[src/power_mode_pkg.sv]
// Shared constants and carrier types for the power-mode controller
package power_mode_pkg;
    localparam logic [7:0] power_control_addr  = 8'h87;
    localparam logic [7:0] power_control_reset = 8'h00;
    localparam int         idle_bit            = 0;
    localparam int         stop_bit            = 1;
    localparam logic [7:0] writable_mask       = 8'h03;
    localparam logic [15:0] reset_vector       = 16'h0000;

    // Missing-clock detector timeout and its count at 40 MHz
    localparam int clk_period_ns    = 25;
    localparam int monitor_timeout_us = 100;
    localparam int monitor_timeout_cycles =
        (monitor_timeout_us * 1000) / clk_period_ns;

    typedef enum logic [1:0] {
        run_state     = 2'b00,
        idle_state    = 2'b01,
        stop_state    = 2'b10,
        suspend_state = 2'b11
    } mode_type;

    // Special function register port from the core
    typedef struct packed {
        logic       wr;
        logic       rd;
        logic [7:0] addr;
        logic [7:0] wdata;
    } sfr_req_type;

    // Gating outputs toward the rest of the chip
    typedef struct packed {
        logic cpu_halt;
        logic periph_clk_en;
        logic int_osc_en;
        logic timers_en;
        logic irq_en;
    } gate_type;
endpackage

[src/reset_source.sv]
// Watchdog and missing-clock reset request generator
module reset_source #(
    parameter int timeout_cycles = power_mode_pkg::monitor_timeout_cycles,
    parameter int wdt_width      = 16
) (
    input  wire logic                 clk,
    input  wire logic                 sys_rst,
    input  wire logic                 watchdog_enable,
    input  wire logic                 watchdog_kick,
    input  wire logic [wdt_width-1:0] watchdog_limit,
    input  wire logic                 monitor_enable,
    input  wire logic                 in_stop,
    output logic                      internal_reset_req
);
    localparam int cw = $clog2(timeout_cycles + 1);
    logic [wdt_width-1:0] wdt_count_q;
    logic [cw-1:0]        mon_count_q;
    logic                 wdt_fire;
    logic                 mon_fire;

    // Watchdog keeps counting through Idle
    always_ff @(posedge clk or posedge sys_rst) begin
        if (sys_rst) begin
            wdt_count_q <= '0;
        end else if (!watchdog_enable || watchdog_kick) begin
            wdt_count_q <= '0;
        end else if (!wdt_fire) begin
            wdt_count_q <= wdt_count_q + 1'b1;
        end
    end
    assign wdt_fire = watchdog_enable && (wdt_count_q == watchdog_limit);

    // Stop freezes the clock, so the detector sees it missing
    always_ff @(posedge clk or posedge sys_rst) begin
        if (sys_rst) begin
            mon_count_q <= '0;
        end else if (!(monitor_enable && in_stop)) begin
            mon_count_q <= '0;
        end else if (!mon_fire) begin
            mon_count_q <= mon_count_q + 1'b1;
        end
    end
    assign mon_fire = (mon_count_q == cw'(timeout_cycles));

    always_ff @(posedge clk or posedge sys_rst) begin
        if (sys_rst) begin
            internal_reset_req <= 1'b0;
        end else begin
            internal_reset_req <= wdt_fire || mon_fire;
        end
    end
endmodule

[src/cpu_power_mode_control.sv]
// Idle, Stop and Suspend control with the power control register
// Function
// - Writing one to bit 0 with bit 1 clear enters Idle after the writing instruction ends.
// - Idle halts the CPU; peripherals and internal clocks keep running.
// - Entering Idle leaves registers and memory untouched.
// - Only an enabled interrupt or any reset ends Idle.
// - Enabled interrupt in Idle clears the idle bit and resumes the CPU.
// - After interrupt return, execution continues after the Idle write.
// - Reset out of Idle runs the reset sequence from address zero.
// - Enabled watchdog keeps counting in Idle and resets the device.
// - Writing one to bit 1 enters Stop after the writing instruction.
// - Stop halts internal oscillator, CPU and digital peripherals.
// - In Stop interrupts and timers are inactive except the clock monitor and an enabled watchdog.
// - Only a reset ends Stop, restarting from address zero.
// - Enabled clock monitor resets the device out of Stop.
// - Suspend stops the internal oscillator until a wake-up event.
module cpu_power_mode_control #(
    parameter int timeout_cycles = power_mode_pkg::monitor_timeout_cycles,
    parameter int wdt_width      = 16
) (
    input  wire logic                        clk,
    input  wire logic                        sys_rst,
    input  wire logic                        ext_rst,
    input  power_mode_pkg::sfr_req_type      sfr_req,
    input  wire logic                        instr_done,
    input  wire logic                        enabled_irq,
    input  wire logic                        suspend_req,
    input  wire logic                        wake_event,
    input  wire logic                        watchdog_enable,
    input  wire logic                        watchdog_kick,
    input  wire logic [wdt_width-1:0]        watchdog_limit,
    input  wire logic                        monitor_enable,
    output logic [7:0]                       sfr_rdata,
    output power_mode_pkg::gate_type         gates,
    output power_mode_pkg::mode_type         mode,
    output logic                             core_reset,
    output logic [15:0]                      restart_pc,
    output logic                             irq_resume
);
    logic [7:0]                power_control_q;
    power_mode_pkg::mode_type  mode_q;
    power_mode_pkg::mode_type  mode_d;
    logic                      pend_idle_q;
    logic                      pend_stop_q;
    logic                      ext_rst_meta_q;
    logic                      ext_rst_sync_q;
    logic                      wake_meta_q;
    logic                      wake_sync_q;
    logic                      internal_reset_req;
    logic                      any_reset;
    logic                      pc_write;
    logic                      irq_wake;

    // Pin inputs cross into the clock domain first
    always_ff @(posedge clk or posedge sys_rst) begin
        if (sys_rst) begin
            ext_rst_meta_q <= 1'b0;
            ext_rst_sync_q <= 1'b0;
            wake_meta_q    <= 1'b0;
            wake_sync_q    <= 1'b0;
        end else begin
            ext_rst_meta_q <= ext_rst;
            ext_rst_sync_q <= ext_rst_meta_q;
            wake_meta_q    <= wake_event;
            wake_sync_q    <= wake_meta_q;
        end
    end

    reset_source #(
        .timeout_cycles (timeout_cycles),
        .wdt_width      (wdt_width)
    ) reset_source_inst (
        .clk                (clk),
        .sys_rst            (sys_rst),
        .watchdog_enable    (watchdog_enable),
        .watchdog_kick      (watchdog_kick),
        .watchdog_limit     (watchdog_limit),
        .monitor_enable     (monitor_enable),
        .in_stop            (mode_q == power_mode_pkg::stop_state),
        .internal_reset_req (internal_reset_req)
    );

    assign any_reset = ext_rst_sync_q || internal_reset_req;
    assign pc_write  = sfr_req.wr
                    && (sfr_req.addr == power_mode_pkg::power_control_addr);
    // Interrupts are ignored while Stop holds them inactive
    assign irq_wake  = enabled_irq
                    && (mode_q == power_mode_pkg::idle_state);

    // Register write; hardware clear of idle bit on interrupt wake
    always_ff @(posedge clk or posedge sys_rst) begin
        if (sys_rst) begin
            power_control_q <= power_mode_pkg::power_control_reset;
        end else if (any_reset) begin
            power_control_q <= power_mode_pkg::power_control_reset;
        end else if (pc_write) begin
            power_control_q <= sfr_req.wdata
                             & power_mode_pkg::writable_mask;
        end else if (irq_wake) begin
            power_control_q[power_mode_pkg::idle_bit] <= 1'b0;
        end
    end

    // Mode entry waits for the writing instruction to complete
    always_ff @(posedge clk or posedge sys_rst) begin
        if (sys_rst) begin
            pend_idle_q <= 1'b0;
            pend_stop_q <= 1'b0;
        end else if (any_reset || instr_done) begin
            pend_idle_q <= 1'b0;
            pend_stop_q <= 1'b0;
        end else if (pc_write) begin
            pend_idle_q <= sfr_req.wdata[power_mode_pkg::idle_bit];
            pend_stop_q <= sfr_req.wdata[power_mode_pkg::stop_bit];
        end
    end

    always_comb begin
        mode_d = mode_q;
        unique case (mode_q)
            power_mode_pkg::run_state: begin
                if (instr_done && pend_stop_q) begin
                    mode_d = power_mode_pkg::stop_state;
                end else if (instr_done && pend_idle_q) begin
                    mode_d = power_mode_pkg::idle_state;
                end else if (suspend_req) begin
                    mode_d = power_mode_pkg::suspend_state;
                end
            end
            power_mode_pkg::idle_state: begin
                if (irq_wake) begin
                    mode_d = power_mode_pkg::run_state;
                end
            end
            power_mode_pkg::stop_state: begin
                mode_d = power_mode_pkg::stop_state;
            end
            power_mode_pkg::suspend_state: begin
                if (wake_sync_q) begin
                    mode_d = power_mode_pkg::run_state;
                end
            end
        endcase
    end

    // Any reset wins over every mode
    always_ff @(posedge clk or posedge sys_rst) begin
        if (sys_rst) begin
            mode_q <= power_mode_pkg::run_state;
        end else if (any_reset) begin
            mode_q <= power_mode_pkg::run_state;
        end else begin
            mode_q <= mode_d;
        end
    end

    // Reset pulse to the core restarts fetch at the reset vector
    always_ff @(posedge clk or posedge sys_rst) begin
        if (sys_rst) begin
            core_reset <= 1'b1;
            restart_pc <= power_mode_pkg::reset_vector;
        end else begin
            core_reset <= any_reset;
            restart_pc <= power_mode_pkg::reset_vector;
        end
    end

    // Resume pulse: the core services the interrupt, and its return
    // address is the instruction after the Idle write, since the PC
    // was frozen and nothing here touches core state
    always_ff @(posedge clk or posedge sys_rst) begin
        if (sys_rst) begin
            irq_resume <= 1'b0;
        end else begin
            irq_resume <= irq_wake && !any_reset;
        end
    end

    always_ff @(posedge clk or posedge sys_rst) begin
        if (sys_rst) begin
            sfr_rdata <= 8'h00;
        end else if (sfr_req.rd
                     && sfr_req.addr
                        == power_mode_pkg::power_control_addr) begin
            sfr_rdata <= power_control_q;
        end else begin
            sfr_rdata <= 8'h00;
        end
    end

    // Gating: Idle only freezes the CPU clock, so state is held
    always_comb begin
        gates.cpu_halt      = (mode_q != power_mode_pkg::run_state);
        gates.periph_clk_en = (mode_q == power_mode_pkg::run_state)
                           || (mode_q == power_mode_pkg::idle_state);
        gates.int_osc_en    = (mode_q == power_mode_pkg::run_state)
                           || (mode_q == power_mode_pkg::idle_state);
        gates.timers_en     = gates.periph_clk_en;
        gates.irq_en        = gates.periph_clk_en;
    end
    assign mode = mode_q;
endmodule

[config.mk]
export PLATFORM = sky130hd
export DESIGN_NAME = cpu_power_mode_control
export DESIGN_NICKNAME = d
export VERILOG_FILES = /design/src/power_mode_pkg.sv /design/src/reset_source.sv /design/src/cpu_power_mode_control.sv
export SDC_FILE = /design/constraint.sdc
export NUM_CORES = 1
export LEC_CHECK = 0
export ABC_AREA = 1
export BUFFER_PORTS_ARGS = -buffer_cell sky130_fd_sc_hd__buf_2
export CORE_MARGIN = 5
export CORE_UTILIZATION = 35
export DETAILED_ROUTE_END_ITERATION = 8
export SLEW_MARGIN = 30
export SYNTH_ARGS = -nofsm -noshare
export SYNTH_HDL_FRONTEND = slang
export SYNTH_SLANG_ARGS = --single-unit
[constraint.sdc]
create_clock -name clk -period 2 [get_ports clk]
set_input_delay 0.3 -clock clk [delete_from_list [all_inputs] [get_ports clk]]
set_output_delay 0.3 -clock clk [all_outputs]
set_load 0.005 [all_outputs]
# Word level (Yosys, flattened, before mapping)
# Index checks and enable logic that the tools add are counted.
[totals] mem_bits_rw=0 rom_bits=0 wordCells=69 mem_count=0 latchBits=0 input_bits=44 reg_bits=55
[op_classes] bitwise=0 muxes=20 addsub=2 order_cmp=0 n_reduce_logical=21 n_mul=0 shift=0 eq_ne=11 div_mod_pow=0
[ops] cell="2-to-1 mux 16 bit" count=2
[ops] cell="2-to-1 mux 12 bit" count=2
[ops] cell="adder 16 x 1 -> 16 bit, second input constant" count=1
[ops] cell="equality test 16 bit" count=1
[ops] cell="2-to-1 mux 8 bit" count=2
[ops] cell="adder 12 x 1 -> 12 bit, second input constant" count=1
[ops] cell="equality test 12 bit, second input constant" count=1
[ops] cell="2-to-1 mux 2 bit" count=6
[ops] cell="equality test 8 bit, second input constant" count=1
[ops] cell="logical AND 1 bit" count=8
[ops] cell="case mux 2 bit (4 select lines)" count=1
[ops] cell="2-to-1 mux 7 bit" count=1
[ops] cell="2-to-1 mux 1 bit" count=6
[ops] cell="!= test 3 bit, second input constant" count=2
[ops] cell="nonzero test 2 bit" count=3
[ops] cell="logical OR 1 bit" count=5
[ops] cell="!= test 5 bit, second input constant" count=1
[ops] cell="equality test 2 bit, second input constant" count=2
[ops] cell="!= test 2 bit, second input constant" count=2
[ops] cell="AND reduction 3 bit" count=1
[ops] cell="nonzero test 3 bit" count=1
[ops] cell="equality test 2 x 1 -> 1 bit, second input constant" count=1
[ops] cell="zero test 1 bit" count=2
[ops] cell="zero test 2 bit" count=1

# Logic depth before layout (Yosys ltp)
[depth] depth_word=5 mapped_depth=12 depth_no_buf=10

# Modules after synthesis
# Synthesis repeated with hierarchy kept, for this count alone.
[hier_totals] hier_cells=522 hier_area_um2=3363.2
[by_module_without_submodules] mod="reset_source" cells_each=407 seq_area_each_um2=725.7 area_each_um2=2489.9 instances=1
[by_module_without_submodules] mod="cpu_power_mode_control" cells_each=115 seq_area_each_um2=351.6 area_each_um2=873.3 instances=1

# Worst setup path after synthesis
# No wires, ideal clock.
[synth_path] path_kind="reg-to-reg" from="reg reset_source_inst.wdt_count_q[0]" to="reg reset_source_inst.wdt_count_q[14]" synth_period_minus_slack_ps=1466 t_arrival_ps=1347 path_slack_ps=534 stages_incl_launch_ff=10 required_ps=1882 setup_ps=118 n_path_buf=0 cell_sequence="dfrtp_1 -> ha_1 -> nand3_1 -> nor2_1 -> nand2_1 -> nor2_1 -> nand2_1 -> nand2_1 -> nand3b_1 -> nand2_1"
[synth_via] elab_chain_cells=3
[synth_rtl] element="start, declared" line_no="reset_source.sv:16" source="logic [wdt_width-1:0] wdt_count_q;"
[synth_rtl] element="start signal, assigned" line_no="reset_source.sv:28" source="wdt_count_q <= wdt_count_q + 1'b1;"
[synth_rtl] element="adder 16 x 1 -> 16 bit or equality test 16 bit (tied branches)" line_no="reset_source.sv:28, reset_source.sv:31"
[synth_rtl] element="2-to-1 mux 16 bit or logical AND 1 bit (tied branches)" line_no="reset_source.sv:27, reset_source.sv:31"
[synth_rtl] element="2-to-1 mux 16 bit or != test 2 bit (tied branches)"
# Parallel ways exist; a longest one is shown, timed or not. The select of a mux whose other input is x is not followed.
# A chain may end at the register's enable or synchronous reset.

# Final worst setup path
[layout_path] from="reg reset_source_inst.wdt_count_q[12]" to="reg reset_source_inst.wdt_count_q[10]"
[layout_via] elab_chain_cells=3
[layout_rtl] element="equality test 16 bit" line_no="reset_source.sv:31" source="assign wdt_fire = watchdog_enable && (wdt_count_q == watchdog_limit);"
[layout_rtl] element="logical AND 1 bit" line_no="reset_source.sv:31"
[layout_rtl] element="!= test 2 bit (no line)"
# Every way passes these cells.

==> out/summary.txt <==
Outcome: finished, final reports clean
H-Tree Depth: 2
Max-slew violations: 0
Reg clk slew, reported paths: 0.08 ns
Area after DPL: 0.003127 mm2
WP data arrival: 1.95 ns
Pre-CTS WS: 0.2816 ns
TNS Setup: 0 ns
Ant diodes: 0
Crit path max-delay cell type: dfrtp_1
Syn Inst Count: 406
Dpl hpwl: 4.934 mm
CTS tree: yes
Worst Path Required: 2.18 ns
YS warnings: 0
CTS resizes: 0
Vias: 2548
Max-Cap Viols: 0
Nets: 499
Worst Setup Start Kind: flip-flop
Total CTS buffers: 5
Final wirelength: 6.269 mm
Die Y: 100.9 um
GR Overflow Total: 0
Core area: 0.008134 mm2
First-pass GRT wire length: 10.76 mm
Buf+Inv Stages, Crit Path: 0
Hold Vio Cnt, Final: 0
Kind of critical path: reg -> reg
Largest net degree at the start of global routing: 44
Synthesis-stage register bit count: 43
Slowest stage delay, CP: 0.43 ns
Setup crit end kind: flip-flop
Tot GR Track Use: 12.82%
Starting Density: 35.56%
Number of global-route vias before repair: 2357
Area occupied by multi-input gates: 0.001426 mm2
Area growth, synth to finish: 11.03%
Register area share after synthesis: 37.24%
PwrDens: 550.2 mW/mm2
Most used cell, CP: nand2_1
Worst Skew: 0.006138 ns
Worst-margin pin slew: 0.5388 ns
Clock Sinks: 43
Root Driver: clkbuf_8
RSZ-0062 raised after global routing: no
Delay-heaviest family, CP: simple AND/OR/NAND/NOR gates
Vias/cell: 4.566
Die Area: 0.01018 mm2
FF+latch area: 0.001077 mm2
Final setup fails: 0
FMAX: 564.8 MHz
# IOs: 77
Clk buf depth: 2
Post-route core utilization: 39.49%
Slew headroom: 64.08%
Hold buffers post-CTS: 0
DRT Pass-1 Iters: 4
Row count: 33
Final ANT Viol Nets: 0
Share of post-route cells with drive strength above 1: 16.78%
Post-CTS setup buffers: 0
# fillers: 890
Die Width: 100.9 um
Worst-Skew Late Latency: 0.29 ns
# DRC: 0
Initial antenna violation count: 0
Worst hold-check path type: in -> reg
Lkg Pwr: 1.627 nW
Mean Syn Cell Area: 7.125 um2
Initial DRC Count: 209
Crit-path cells: xnor2_1 > nand2_1 > nor2_2 > nand3_2 > nand3b_1 > nand2_1
Placer Congestion: 0.8757
Routed wire per std cell: 11.23 um
Post-route minimum period: 1.771 ns
Synthesized area: 0.002893 mm2
Crit-path max FO: 16
Tcrit/Tclk final: 88.53%
Setup ws final: 0.2294 ns
Worst VDD drop: 0.2360 mV
Synth unique cells: 34
IO buf count: 48
Final Instance Area: 0.003212 mm2
==> where the power goes <==
group | internal [mW] | switching (mW)
clock | 0.244 | 0.294
combinational | 0.119 | 0.190
sequential | 0.895 | 0.0238
total | 1.26 | 0.508
==> through the flow <==
| stage | hold WS [ns] | power (mW) | instances |
|---|---|---|---|
| final | 0.1093 | 1.767 | 558 |
| after global routing | 0.09721 | 1.880 | 558 |
| after CTS | 0.09599 | 1.795 | 558 |
| after detailed placement | 0.3379 | 1.248 | 550 |
| after global placement | 0.3332 | 1.243 | 550 |
| after floorplan | 0.3312 | 1.171 | 427 |
==> path summary, 6_finish.rpt <==
path	cells past startpoint	end	slack (ns)	from
worst max-delay path	6	reset_source_inst.wdt_count_q[10]$_DFFE_PP0P_	0.23	reset_source_inst.wdt_count_q[12]$_DFFE_PP0P_
worst min-delay path	1	wake_meta_q$_DFF_PP0_	0.11	wake_event
worst max register to register	6	reset_source_inst.wdt_count_q[10]$_DFFE_PP0P_	0.23	reset_source_inst.wdt_count_q[12]$_DFFE_PP0P_
worst min register to register	0	wake_sync_q$_DFF_PP0_	0.35	wake_meta_q$_DFF_PP0_
max in group asynchronous	3	core_reset$_DFF_PP1_	1.49	sys_rst
min in group asynchronous	3	sfr_rdata[1]$_DFF_PP0_	0.14	sys_rst
==> cells in the mapped netlist <==
cell type | instances | area share, %
dfrtp_1 | 42 | 36
xnor2_1 | 5 | 1.5
nand3_1 | 44 | 7.6
buf_4 | 26 | 6.7
clkbuf_1 | 1 | 0.13
a31oi_1 | 1 | 0.22
nand2_2 | 3 | 0.65
inv_2 | 4 | 0.52
conb_1 | 1 | 0.13
xor2_1 | 9 | 2.7
nor3_2 | 1 | 0.35
o21ai_1 | 1 | 0.17
o21ai_0 | 14 | 2.4
dfstp_2 | 1 | 0.91
nand3b_1 | 9 | 2.3
inv_1 | 54 | 7.0
nor3_1 | 5 | 0.86
nand2_1 | 104 | 13
a211oi_1 | 2 | 0.52
o21bai_1 | 1 | 0.26
o211ai_1 | 1 | 0.26
clkinv_1 | 1 | 0.13
o31ai_1 | 1 | 0.26
buf_2 | 5 | 0.86
buf_6 | 2 | 0.78
o2111a_1 | 1 | 0.39
nor4_1 | 1 | 0.22
nor2_2 | 3 | 0.65
nor2_4 | 3 | 1.2
ha_1 | 3 | 1.3
nand4_1 | 8 | 1.7
nand3_2 | 2 | 0.69
nor2_1 | 34 | 4.4
a21oi_1 | 13 | 2.2
==> logic make-up after synthesis <==
group	share of synthesized area (%)
AND/OR/NAND/NOR	34.17
buffers and inverters	16.18
flip-flops	37.24
AO/OA/AOI/OAI	6.748
XOR/XNOR	4.239
adder cells (fa/ha/maj)	1.298
other	0.1296
==> cells in the final DEF, fill, tap and decap left out, types with 8 or more instances in the layout <==
cell type	instances
nand2_1	104
inv_1	54
buf_2	48
nand3_1	44
dfrtp_1	42
nor2_1	34
conb_1	22
o21ai_0	14
a21oi_1	13
xor2_1	9
nand3b_1	9
nand4_1	8
==> worst register-to-register path: cells and delay by family, from the launching register on <==
| kind | cells | cell delay (ns) |
|---|---|---|
| flops | 1 | 0.43 |
| simple gates | 5 | 0.90 |
| xor+xnor | 1 | 0.33 |
==> sequential cells by signal, indices dropped and copies added (netlist names) <==
signal                                count
core_reset                                1
ext_rst_meta_q                            1
ext_rst_sync_q                            1
irq_resume                                1
mode                                      2
pend_idle_q                               1
pend_stop_q                               1
power_control_q                           2
reset_source_inst.internal_reset_req      1
reset_source_inst.mon_count_q            12
reset_source_inst.wdt_count_q            16
sfr_rdata                                 2
wake_meta_q                               1
wake_sync_q                               1
==> final cells by class <==
type / count / area share [%]
inverters: 59 / 6.895
well taps: 105 / 4.090
repair buffers: 52 / 8.414
clock inverters: 2 / 0.3896
multi-input cells: 291 / 44.41
clock buffers: 6 / 2.259
flip-flops and latches: 43 / 33.54
==> per-layer routing <==
layer  routed length (um)  up-vias  track usage, %
li1                     -     1327               -
met1                 2766     1159           17.59
met2                 3082       60           21.11
met3                  381        2           1.799
met4                   39        0           3.579
met5                    0        -               0
Power figures use the tool's default switching activity.
